$ cat config.mk
export PLATFORM = sky130hd
export DESIGN_NAME = nand_pin_interface_decode
export DESIGN_NICKNAME = d
export VERILOG_FILES = /design/src/core/nand_pin_interface_decode.v /design/src/core/nand_pin_sync.v
export VERILOG_INCLUDE_DIRS = /design/src /design/src/core
export SDC_FILE = /design/constraint.sdc
export NUM_CORES = 1
export LEC_CHECK = 0
export BUFFER_PORTS_ARGS = -buffer_cell sky130_fd_sc_hd__clkbuf_2
export CAP_MARGIN = 15
export CORE_MARGIN = 8
export CORE_UTILIZATION = 45
export CTS_CLUSTER_SIZE = 20
export DETAILED_ROUTE_END_ITERATION = 10
export GPL_ROUTABILITY_DRIVEN = 0
export PLACE_DENSITY_LB_ADDON = 0.1
export SYNTH_ARGS = -nofsm -noshare
export SYNTH_HDL_FRONTEND = slang
export SYNTH_HIERARCHICAL = 1
export SYNTH_SLANG_ARGS = --single-unit
$ cat constraint.sdc
create_clock -name clock_in -period 1.7 [get_ports clock_in]
set_input_delay 0.085 -clock clock_in [delete_from_list [all_inputs] [get_ports clock_in]]
set_output_delay 0.085 -clock clock_in [all_outputs]
set_load 0.01 [all_outputs]
$ cat src/core/nand_host_defines.vh
`ifndef NAND_HOST_DEFINES_VH
`define NAND_HOST_DEFINES_VH

// host operation codes on op_code_in
`define OP_CMD            2'h0
`define OP_ADDR           2'h1
`define OP_WRITE          2'h2
`define OP_READ           2'h3

// bus control sequencer states
`define ST_IDLE           3'h0
`define ST_SETUP          3'h1
`define ST_PULSE          3'h2
`define ST_HOLD           3'h3
`define ST_SAMPLE         3'h4

// timing in ns at a 25 ns clock
`define CLK_PERIOD_NS     25
`define SETUP_NS          10
`define PULSE_NS          12
`define HOLD_NS           10
`define ACCESS_NS         20
// least times round up to whole cycles, never below one
`define CYC_UP(t)         (((t) + `CLK_PERIOD_NS - 1) / `CLK_PERIOD_NS)
`define SETUP_CYC         `CYC_UP(`SETUP_NS)
`define PULSE_CYC         `CYC_UP(`PULSE_NS)
`define HOLD_CYC          `CYC_UP(`HOLD_NS)
// two extra cycles cover both synchroniser flops ahead of the sample
`define ACCESS_CYC        (`CYC_UP(`ACCESS_NS) + 2)

// device geometry
`define PAGE_BYTES        8568
`define PAGES_PER_BLOCK   128
`define BLOCKS_PER_DIE    4096
`define NUM_CHIP_SELECTS  4

`endif

$ cat src/core/nand_pin_interface_decode.v
`include "nand_host_defines.vh"
`default_nettype none

module nand_pin_interface_decode #(
  parameter NUM_CS = `NUM_CHIP_SELECTS
) (
  input  wire              clock_in,
  input  wire              reset_n_in,
  // host request side
  input  wire              req_valid_in,
  output wire              req_ready_out,
  input  wire [1:0]        op_code_in,
  input  wire [1:0]        target_cs_in,
  input  wire [7:0]        wr_byte_in,
  input  wire              guard_enable_in,
  output reg  [7:0]        rd_byte_out,
  output reg               rd_valid_out,
  output wire [NUM_CS-1:0] die_ready_out,
  // bus one pins
  output reg               chip_select_1_n_out,
  output reg               chip_select_3_n_out,
  output reg               cmd_latch_1_out,
  output reg               addr_latch_1_out,
  output reg               in_strobe_1_n_out,
  output reg               out_strobe_1_n_out,
  output reg               guard_1_n_out,
  input  wire [7:0]        byte_port_1_in,
  output reg  [7:0]        byte_port_1_out,
  output reg               byte_port_1_oe_out,
  // bus two pins
  output reg               chip_select_2_n_out,
  output reg               chip_select_4_n_out,
  output reg               cmd_latch_2_out,
  output reg               addr_latch_2_out,
  output reg               in_strobe_2_n_out,
  output reg               out_strobe_2_n_out,
  output reg               guard_2_n_out,
  input  wire [7:0]        byte_port_2_in,
  output reg  [7:0]        byte_port_2_out,
  output reg               byte_port_2_oe_out,
  // shared open-drain ready/busy lines, one per select
  input  wire [NUM_CS-1:0] rdy_bsy_n_in
);

  ////////////////////////////////////////////////////////////////////////////
  localparam integer SETUP_INT  = `SETUP_CYC;
  localparam integer PULSE_INT  = `PULSE_CYC;
  localparam integer HOLD_INT   = `HOLD_CYC;
  localparam integer ACCESS_INT = `ACCESS_CYC;
  localparam [2:0]   SETUP_CNT  = SETUP_INT[2:0];
  localparam [2:0]   PULSE_CNT  = PULSE_INT[2:0];
  localparam [2:0]   HOLD_CNT   = HOLD_INT[2:0];
  localparam [2:0]   ACCESS_CNT = ACCESS_INT[2:0];

  wire [NUM_CS-1:0] rdy_sync;
  wire [7:0]        port_1_sync;
  wire [7:0]        port_2_sync;

  nand_pin_sync #(.WIDTH(NUM_CS + 16)) pin_sync (
    .clock_in   (clock_in),
    .reset_n_in (reset_n_in),
    .async_in   ({rdy_bsy_n_in, byte_port_2_in, byte_port_1_in}),
    .sync_out   ({rdy_sync, port_2_sync, port_1_sync})
  );

  // the line reads high only when every die on it is ready
  assign die_ready_out = rdy_sync;

  ////////////////////////////////////////////////////////////////////////////
  reg [2:0] state_reg;
  reg [2:0] state_next;
  reg [2:0] count_reg;
  reg [2:0] count_next;
  reg [1:0] op_reg;
  reg [1:0] cs_reg;
  reg [7:0] data_reg;

  // odd-numbered selects sit on bus one, even ones on bus two
  wire      on_bus_two = cs_reg[0];
  wire      is_read    = (op_reg == `OP_READ);
  wire      target_rdy = rdy_sync[target_cs_in];

  // a new cycle waits for the synchronised target line to read ready; the two-flop
  // lag lets a die that has just gone busy still be strobed; reads of status while busy are not offered here
  assign req_ready_out = (state_reg == `ST_IDLE) && target_rdy;

  always @* begin
    state_next = state_reg;
    count_next = count_reg;
    case (state_reg)
      `ST_IDLE: begin
        if (req_valid_in && req_ready_out) begin
          state_next = `ST_SETUP;
          count_next = SETUP_CNT;
        end
      end
      `ST_SETUP: begin
        if (count_reg <= 3'h1) begin
          state_next = `ST_PULSE;
          count_next = is_read ? ACCESS_CNT : PULSE_CNT;
        end else begin
          count_next = count_reg - 3'h1;
        end
      end
      `ST_PULSE: begin
        if (count_reg <= 3'h1) begin
          state_next = is_read ? `ST_SAMPLE : `ST_HOLD;
          count_next = HOLD_CNT;
        end else begin
          count_next = count_reg - 3'h1;
        end
      end
      `ST_SAMPLE: begin
        state_next = `ST_HOLD;
        count_next = HOLD_CNT;
      end
      `ST_HOLD: begin
        if (count_reg <= 3'h1) begin
          state_next = `ST_IDLE;
          count_next = 3'h0;
        end else begin
          count_next = count_reg - 3'h1;
        end
      end
      default: begin
        state_next = `ST_IDLE;
        count_next = 3'h0;
      end
    endcase
  end

  always @(posedge clock_in or negedge reset_n_in) begin
    if (!reset_n_in) begin
      state_reg <= `ST_IDLE;
      count_reg <= 3'h0;
      op_reg    <= `OP_CMD;
      cs_reg    <= 2'h0;
      data_reg  <= 8'h00;
    end else begin
      state_reg <= state_next;
      count_reg <= count_next;
      if (req_valid_in && req_ready_out) begin
        op_reg   <= op_code_in;
        cs_reg   <= target_cs_in;
        data_reg <= wr_byte_in;
      end
    end
  end

  ////////////////////////////////////////////////////////////////////////////
  // pin drive; the select goes high in idle between any two cycles of a sequence,
  // even while the request stream keeps coming, so the die may drop to standby
  wire       active    = (state_reg != `ST_IDLE);
  wire       strobe_lo = (state_reg == `ST_PULSE);
  wire       drive     = active && !is_read;
  // only one latch select is ever high; data cycles leave both low
  wire       cle       = active && (op_reg == `OP_CMD);
  wire       ale       = active && (op_reg == `OP_ADDR);
  wire [3:0] cs_hot    = active ? (4'h1 << cs_reg) : 4'h0;

  always @(posedge clock_in or negedge reset_n_in) begin
    if (!reset_n_in) begin
      chip_select_1_n_out <= 1'b1;
      chip_select_2_n_out <= 1'b1;
      chip_select_3_n_out <= 1'b1;
      chip_select_4_n_out <= 1'b1;
      cmd_latch_1_out     <= 1'b0;
      cmd_latch_2_out     <= 1'b0;
      addr_latch_1_out    <= 1'b0;
      addr_latch_2_out    <= 1'b0;
      in_strobe_1_n_out   <= 1'b1;
      in_strobe_2_n_out   <= 1'b1;
      out_strobe_1_n_out  <= 1'b1;
      out_strobe_2_n_out  <= 1'b1;
      guard_1_n_out       <= 1'b0;
      guard_2_n_out       <= 1'b0;
      byte_port_1_out     <= 8'h00;
      byte_port_2_out     <= 8'h00;
      byte_port_1_oe_out  <= 1'b0;
      byte_port_2_oe_out  <= 1'b0;
      rd_byte_out         <= 8'h00;
      rd_valid_out        <= 1'b0;
    end else begin
      // deselect when idle so a ready die can sleep
      chip_select_1_n_out <= !cs_hot[0];
      chip_select_2_n_out <= !cs_hot[1];
      chip_select_3_n_out <= !cs_hot[2];
      chip_select_4_n_out <= !cs_hot[3];
      cmd_latch_1_out     <= cle && !on_bus_two;
      cmd_latch_2_out     <= cle && on_bus_two;
      addr_latch_1_out    <= ale && !on_bus_two;
      addr_latch_2_out    <= ale && on_bus_two;
      // rising edge of the input strobe at the end of pulse takes the byte
      in_strobe_1_n_out   <= !(strobe_lo && !is_read && !on_bus_two);
      in_strobe_2_n_out   <= !(strobe_lo && !is_read && on_bus_two);
      out_strobe_1_n_out  <= !(strobe_lo && is_read && !on_bus_two);
      out_strobe_2_n_out  <= !(strobe_lo && is_read && on_bus_two);
      // guard low from reset until the host lets go; a fall aborts program or erase
      guard_1_n_out       <= guard_enable_in;
      guard_2_n_out       <= guard_enable_in;
      // same eight-bit port for command, address and data
      byte_port_1_out     <= data_reg;
      byte_port_2_out     <= data_reg;
      byte_port_1_oe_out  <= drive && !on_bus_two;
      byte_port_2_oe_out  <= drive && on_bus_two;
      // sample after the access delay plus synchroniser latency
      rd_valid_out        <= (state_reg == `ST_SAMPLE);
      if (state_reg == `ST_SAMPLE) begin
        rd_byte_out <= on_bus_two ? port_2_sync : port_1_sync;
      end
    end
  end

endmodule

`default_nettype wire

$ cat src/core/nand_pin_sync.v
`default_nettype none

// two flip-flop synchroniser for each bit of a bundle
module nand_pin_sync #(
  parameter WIDTH = 1
) (
  input  wire             clock_in,
  input  wire             reset_n_in,
  input  wire [WIDTH-1:0] async_in,
  output wire [WIDTH-1:0] sync_out
);

  reg [WIDTH-1:0] meta_reg;
  reg [WIDTH-1:0] stable_reg;

  always @(posedge clock_in or negedge reset_n_in) begin
    if (!reset_n_in) begin
      meta_reg   <= {WIDTH{1'b0}};
      stable_reg <= {WIDTH{1'b0}};
    end else begin
      meta_reg   <= async_in;
      stable_reg <= meta_reg;
    end
  end

  assign sync_out = stable_reg;

endmodule

`default_nettype wire

==> summary.md, run 1 <==
| Metric | Value |
|---|---|
| Setup Buffers After CTS | 0 |
| Clock Latency Late Sink | 0.35 ns |
| Final slew viol count | 0 |
| Antenna violations before repair | 0 |
| YS warnings | 6 |
| Post-DP HPWL | 3890 um |
| Most frequent cell after synthesis | dfrtp_1 |
| Final worst-path cycle share | 0.968 |
| Vias per cell | between 4 and 5 |
| Max-cap violations | 0 |
| Layout Skew | 0.00512 ns |
| Diodes inserted | 0 |
| Top cells by area, synth | dfrtp_1, dfstp_2, mux2_4 |
| Critical Path Sink Type | primary output |
| DRT antenna net count | 0 |
| Setup violations, final | 0 |
| Crit Path Max Fanout | 2 |
| Syn_area_per_cell | between 15 and 20 sq um |
| Register area share after synthesis | 0.730 |
| Final hold violation count | 0 |
| CP arrival | about 1.6 ns |
| Worst hold path endpoint | state_reg[0]$_DFFE_PN0P_ |
| Async SR Flop Fraction | 1.00 |
| H-tree depth | 3 |
| Synth Cell Area | ~3100 sq um |
| Sink Count | 90 |
| Largest area contributor in the netlist | dfrtp_1 |
| Clock Tree Buf Depth | 2 |
| Tot GR Track Use | 0.129 |
| Largest net degree at the start of global routing | 45 |
| HP Class | input pin to flop |
| Boundary Pins | between 80 and 90 |
| Required @ worst endpoint | 1.62 ns |
| DR DRC count | 0 |
| Reg2reg setup slack | ~0.06 ns |
| Synth unique cells | 38 |
| Synth-to-layout area growth | 33.9% |
| Worst R2R Start | pin_sync/sync_out[19]$_DFF_PN0_ |
| Synth Register Bits | 90 |
| CTS Buf Count | 9 |
| Kind of critical path | flop to primary output |
| Worst path bufs/invs | 1 |
| TNS Setup | 0 ns |
| Rel. slew slack | 0.625 |
| First-pass GRT wire length | 9840 um |
| Crit path largest cell delay | roughly 0.51 ns |
| FP Rows | 30 |
| RSZ-0062 raised after global routing | no |
| Hold Startpoint | req_valid_in |
| CP Launch Type | flop |
| Worst vdd ir | between 800 and 900 uV |
| Layout cell share with drive strength beyond 1 | 0.423 |
| PortBufs | 81 |
| Initial DRC Count | 94 |
| Die Width | 99.0 um |
| Core box area | about 6700 sq um |
| WL final | 5820 um |
| Vias in the first global route | approximately 2000 |
| P per Cell Area | ~1600 nW/um^2 |
| DRT Pass-1 Iters | 5 |
| Fin crit period | between 1.5 and 2 ns |
| Worst-path cell chain | mux4_2 -> and2_4 -> clkbuf_2 |
| DR WL/cell | ~14 um |
| Fin nets | between 300 and 400 |
| Slowest-stage cell, CP | mux4_2 |
| GR Overflow Total | 0 |
| Placed cell count | 354 |
| Main synth FF type | dfrtp_1 |
| Mapped Nets | 240 |
| Post-route non-filler standard cell count | around 400 |
| Die Height | approximately 100 um |
| Max Freq | ~0.6 GHz |
| Worst-margin pin slew | 0.562 ns |
| Synth cell count leaders | dfrtp_1, nor2_1, a21oi_1, buf_4, mux2i_1 |
| Leak | 2.01 nW |
| Cell family with most CP delay | multiplexers |
| Post-Syn Instances | between 200 and 250 |
| Post-synth EDFFs | 0 |
| Root Driver | clkbuf_8 |
| Die ar. | a little under 10000 sq um |
| Synth top area share | 0.662 |
| Reg2reg end | data_reg[7]$_DFFE_PN0P_ |
| Initial Util | 0.461 |
| Total number of vias | about 1900 |
| Reg2Reg Depth | 3 |
| Cell count of the worst hold path | 3 |
| Clock Pin Slew Worst Setup and Hold Paths | ~0.090 ns |
| CTS tree | yes |
| Status | finished, final reports clean |
==> worst max-delay path by stage <==
stage	depth (start not counted)	from	end	slack, ns
CTS	3	pin_sync/sync_out[19]$_DFF_PN0_	req_ready_out	0.03
detailed placement	3	pin_sync/sync_out[19]$_DFF_PN0_	data_reg[7]$_DFFE_PN0P_	0.07
global route	3	pin_sync/sync_out[18]$_DFF_PN0_	req_ready_out	0.002
global placement	3	pin_sync/sync_out[19]$_DFF_PN0_	data_reg[7]$_DFFE_PN0P_	0.09
floorplan	4	pin_sync/sync_out[19]$_DFF_PN0_	cs_reg[0]$_DFFE_PN0P_	0.10
finish	3	pin_sync/sync_out[19]$_DFF_PN0_	req_ready_out	0.05
==> kinds of logic (layout without fill, tap and decap cells) <==
logic type / Yosys count / count (layout) / share of synthesized area
buffers and inverters: 20 / 142 / 0.0448
adders and majority gates: 2 / 2 / 0.00807
AOI/OAI and AO/OA: 20 / 20 / 0.0387
and+or+nand+nor: 46 / 46 / 0.0835
DFF: 90 / 90 / 0.730
muxes: 24 / 24 / 0.0952
==> cell type report <==
cell class                      instances  area (sq um)
Inverter                                2          7.51
Tap cell                               80           100
Sequential cell                        90          2260
Multi-Input combinational cell         92           707
Timing Repair Buffer                  124           866
Fill cell                             535          2570
Clock inverter                          7          85.1
Clock buffer                            9           124
==> power by group <==
part	switching (mW)	total, mW	internal (mW)
clock network	0.799	1.51	0.710
registers	0.366	3.12	2.75
logic	1.05	2.12	1.08
==> worst register-to-register path, cell delays in order, from the launching register on <==
cell and delay (ns):
dfrtp_1 0.38, mux4_2 0.51, nand3_4 0.27, mux2_2 0.38
==> placed cells by master (no fill, tap or decap), types with 2 or more instances in the layout <==
cell / netlist / final
nand3_1: 3 / 3
nor4b_1: 2 / 2
o21ai_0: 3 / 3
or2_2: 2 / 2
clkbuf_8: 0 / 9
buf_12: 1 / 4
inv_8: 0 / 2
nor3_1: 3 / 3
dfstp_2: 8 / 8
nand2_1: 2 / 2
dfrtp_1: 82 / 81
nand4_1: 2 / 2
and2_1: 2 / 2
clkinvlp_4: 0 / 2
mux2_4: 7 / 7
nand2b_1: 3 / 3
inv_6: 0 / 2
mux2i_1: 10 / 10
buf_4: 11 / 6
mux2_2: 6 / 6
dlygate4sd3_1: 0 / 34
inv_1: 2 / 2
clkbuf_2: 0 / 80
a21oi_1: 11 / 11
ha_1: 2 / 2
nor2_1: 18 / 18
==> what timing repair did <==
action	CTS	global route
pin swaps	0	0
setup endpoints to repair	1	1
resized for setup	2	1
hold buffers	34	0
endpoints found under the hold margin	67	0
==> layer usage <==
metal	global-route usage	routed length, um
met5	0	0
met2	0.202	2810
met4	0.0803	110
met3	0.0423	352
met1	0.152	2540
==> per-stage QoR <==
| step | instance area, sq um | setup WS [ns] | hold slack, ns | power, mW | util |
|---|---|---|---|---|---|
| after floorplan | 3100 | 0.104 | -0.211 | 4.49 | - |
| after global placement | 3590 | 0.0908 | 0.116 | 5.20 | 0.535 |
| after detailed placement | 3590 | 0.0685 | 0.115 | 5.23 | 0.535 |
| after CTS | 4150 | 0.0276 | 0.00461 | 6.84 | 0.618 |
| after global routing | 4150 | 0.00177 | 0.0321 | 7.22 | 0.618 |
| final | 4150 | 0.0548 | 0.0221 | 6.75 | 0.618 |
(Power assumes the default switching activity.)
==> run 2, diff against run 1 <==
--- a/config.mk
+++ b/config.mk
@@ -13,7 +13,9 @@
 export CTS_CLUSTER_SIZE = 20
 export DETAILED_ROUTE_END_ITERATION = 10
 export GPL_ROUTABILITY_DRIVEN = 0
-export PLACE_DENSITY_LB_ADDON = 0.1
+export PLACE_DENSITY = 0.72
+export RECOVER_POWER = 25
+export REMOVE_ABC_BUFFERS = 1
 export SYNTH_ARGS = -nofsm -noshare
 export SYNTH_HDL_FRONTEND = slang
 export SYNTH_HIERARCHICAL = 1
==> summary.md, run 2 (synthesis gave the netlist of run 1 again) <==
| Metric | Value |
|---|---|
| PortBufs | 81 (unchanged) |
| Final slew viol count | 0 (unchanged) |
| Root Driver | clkbuf_8 |
| Rel. slew slack | 0.248 (-0.377) |
| Initial DRC Count | 78 (-17%) |
| Final worst-path cycle share | 0.959 (-0.00890) |
| Antenna violations before repair | 0 (unchanged) |
| Initial Util | 0.461 (unchanged) |
| CTS tree | yes |
| Setup Buffers After CTS | 0 (unchanged) |
| Routed met2 length | 3060 um (+8.8%) |
| Cell family with most CP delay | multiplexers |
| H-tree depth | 3 (unchanged) |
| Clock Power Share | 0.213 (-0.011) |
| Max Freq | 0.613 GHz (+0.93%) |
| Synth-to-layout area growth | 31.2% |
| Met3 WL | 468 um (+33%) |
| Critical path depth | 3 (unchanged) |
| Setup violations, final | 0 (unchanged) |
| Slowest-stage cell, CP | mux4_2 |
| Reg2Reg Depth | 3 (unchanged) |
| Die ar. | 9800 sq um (unchanged) |
| Reg2reg end | data_reg[7]$_DFFE_PN0P_ |
| CTS Buf Count | 9 (unchanged) |
| Worst-path cell chain | mux4_2 -> and2_4 -> clkbuf_2 |
| Final Power | 6.61 mW (-2.0%) |
| FF/Latch Area | 2260 sq um (about the same) |
| Vias in the first global route | 2035 (+0.99%) |
| NetSw | 2.15 mW (-3.0%) |
| Worst vdd ir | 737 uV (-15%) |
| Crit path largest cell delay | 0.52 ns (about the same) |
| CP Capture Point | req_ready_out |
| Vias per cell | 4.69 (+1.4%) |
| Reg2reg setup slack | 0.08 ns (+0.02 ns) |
| DR DRC count | 0 (unchanged) |
| CP Launch Type | flop |
| Diodes inserted | 0 (unchanged) |
| Highest routed layer | met4 |
| DR WL/cell | 14.7 um (+1.9%) |
| Pint | 4.47 mW (-1.6%) |
| DRT Pass-1 Iters | 4 (-1) |
| Kind of critical path | flop to primary output |
| Boundary Pins | 82 (unchanged) |
| Post-route non-filler standard cell count | 402 (-0.50%) |
| Final hold violation count | 0 (unchanged) |
| Worst R2R Start | pin_sync/sync_out[19]$_DFF_PN0_ |
| Area of the multi-input gates | 707 sq um (unchanged) |
| Die Width | 99.0 um (unchanged) |
| Placed cell count | 353 (-0.28%) |
| Setup crit start | pin_sync/sync_out[19]$_DFF_PN0_ |
| FP Rows | 30 (unchanged) |
| Most frequent cells in the layout | dfrtp_1, clkbuf_2, dlygate4sd3_1 |
| Max-cap violations | 0 (unchanged) |
| Worst-margin pin slew | 1.13 ns (+0.565 ns) |
| Worst path bufs/invs | 1 (unchanged) |
| Required @ worst endpoint | 1.62 ns (about the same) |
| Status | finished, final reports clean |
| Die Height | 99.0 um (unchanged) |
| Comb pwr share | 0.315 (about the same) |
| GR Overflow Total | 0 (unchanged) |
| Leak | 1.97 nW (-1.8%) |
| First-pass GRT wire length | 9710 um (-1.3%) |
| Sink Count | 90 (unchanged) |
| Seq pwr share | 0.472 (+0.010) |
| Clock Latency Late Sink | 0.35 ns (about the same) |
| Number of fill cells | 529 (-1.1%) |
| Crit Path Max Fanout | 2 (unchanged) |
| Final core occ | 0.606 (-0.0125) |
| WL final | 5900 um (+1.4%) |
| Total number of vias | 1887 (+0.91%) |
| Post-DP HPWL | 3980 um (+2.4%) |
| HP Class | input pin to flop |
| Fin crit period | 1.63 ns (-0.0151 ns) |
| P per Cell Area | 1630 nW/um^2 (about the same) |
| RSZ-0062 raised after global routing | no |
| Sw Share | 0.324 (-0.00311) |
| Layout cell share with drive strength beyond 1 | 0.416 (-0.00669) |
| Layout Skew | 0.00854 ns (+0.00342 ns) |
| Met1 wire length | 2300 um (-9.6%) |
| Fin nets | 355 (-0.56%) |
| DRT antenna net count | 0 (unchanged) |
| Clock Pin Slew Worst Setup and Hold Paths | 0.08 ns (about the same) |
| Cell count of the worst hold path | 3 (unchanged) |
| Core box area | 6720 sq um (unchanged) |
| Most common cell after layout, fill and taps aside | dfrtp_1 |
| Clock Tree Buf Depth | 2 (unchanged) |
| Largest net degree at the start of global routing | 91 (+100%) |
| Critical Path Sink Type | primary output |
| Tot GR Track Use | 0.129 (-0.000140) |
| CP arrival | 1.55 ns (about the same) |
[run 2: power groups by stage]
stage | clock, mW | combinational, mW | sequential, mW
final | 1.41 | 2.08 | 3.12
after global routing | 1.53 | 2.31 | 3.20
after CTS | 1.44 | 2.12 | 3.12
after detailed placement | 0 | 2.05 | 3.16
after global placement | 0 | 2.00 | 3.13
after floorplan | 0 | 0.912 | 3.37
[run 2: layout make-up]
cell class	count	share of cell area
flip-flops and latches	90	0.556
repair buffers	122	0.196
multi-input cells	92	0.174
clock buffers	10	0.0314
well taps	80	0.0246
clock inverters	6	0.0163
inverters	2	0.00185
[run 2: worst min-delay path by stage]
stage / start / to / slack [ns]
finish: req_valid_in / state_reg[0]$_DFFE_PN0P_ / 0.01
global route: target_cs_in[0] / cs_reg[0]$_DFFE_PN0P_ / 0.006
CTS: req_valid_in / state_reg[0]$_DFFE_PN0P_ / 0.004
detailed placement: reset_n_in / byte_port_2_out[0]$_DFF_PN0_ / 0.16
global placement: reset_n_in / byte_port_2_out[2]$_DFF_PN0_ / 0.15
floorplan: reset_n_in / addr_latch_1_out$_DFF_PN0_ / -0.21
[run 2: what timing repair did]
action / 4_1_cts / 5_1_grt
gates resized for setup: 1 / 1
hold buffers: 33 / 0
hold endpoints to repair: 114 / 0
pin swaps: 0 / 2
endpoints found under the setup margin: 1 / 4
[run 2: layer usage]
layer	up-vias	global-route usage
met5	-	0
met1	926	0.130
met2	51	0.220
met3	6	0.0634
li1	904	-
met4	0	0.0602
[run 2: through the flow]
stage	setup TNS [ns]	area, sq um	hold WS (ns)	setup WS (ns)
after floorplan	-0.119	2970	-0.211	-0.0171
final	0	4070	0.0125	0.0699
after global placement	0	3550	0.151	0.0995
after CTS	0	4080	0.00397	0.0165
after global routing	0	4070	0.00617	0.0116
after detailed placement	0	3550	0.156	0.0417
[run 2: worst reg2reg max path: cells and delay by family, from the launching register on]
family | cells | cell delay (ns)
flip-flops | 1 | 0.39
AND/OR/NAND/NOR | 1 | 0.23
multiplexers | 2 | 0.90
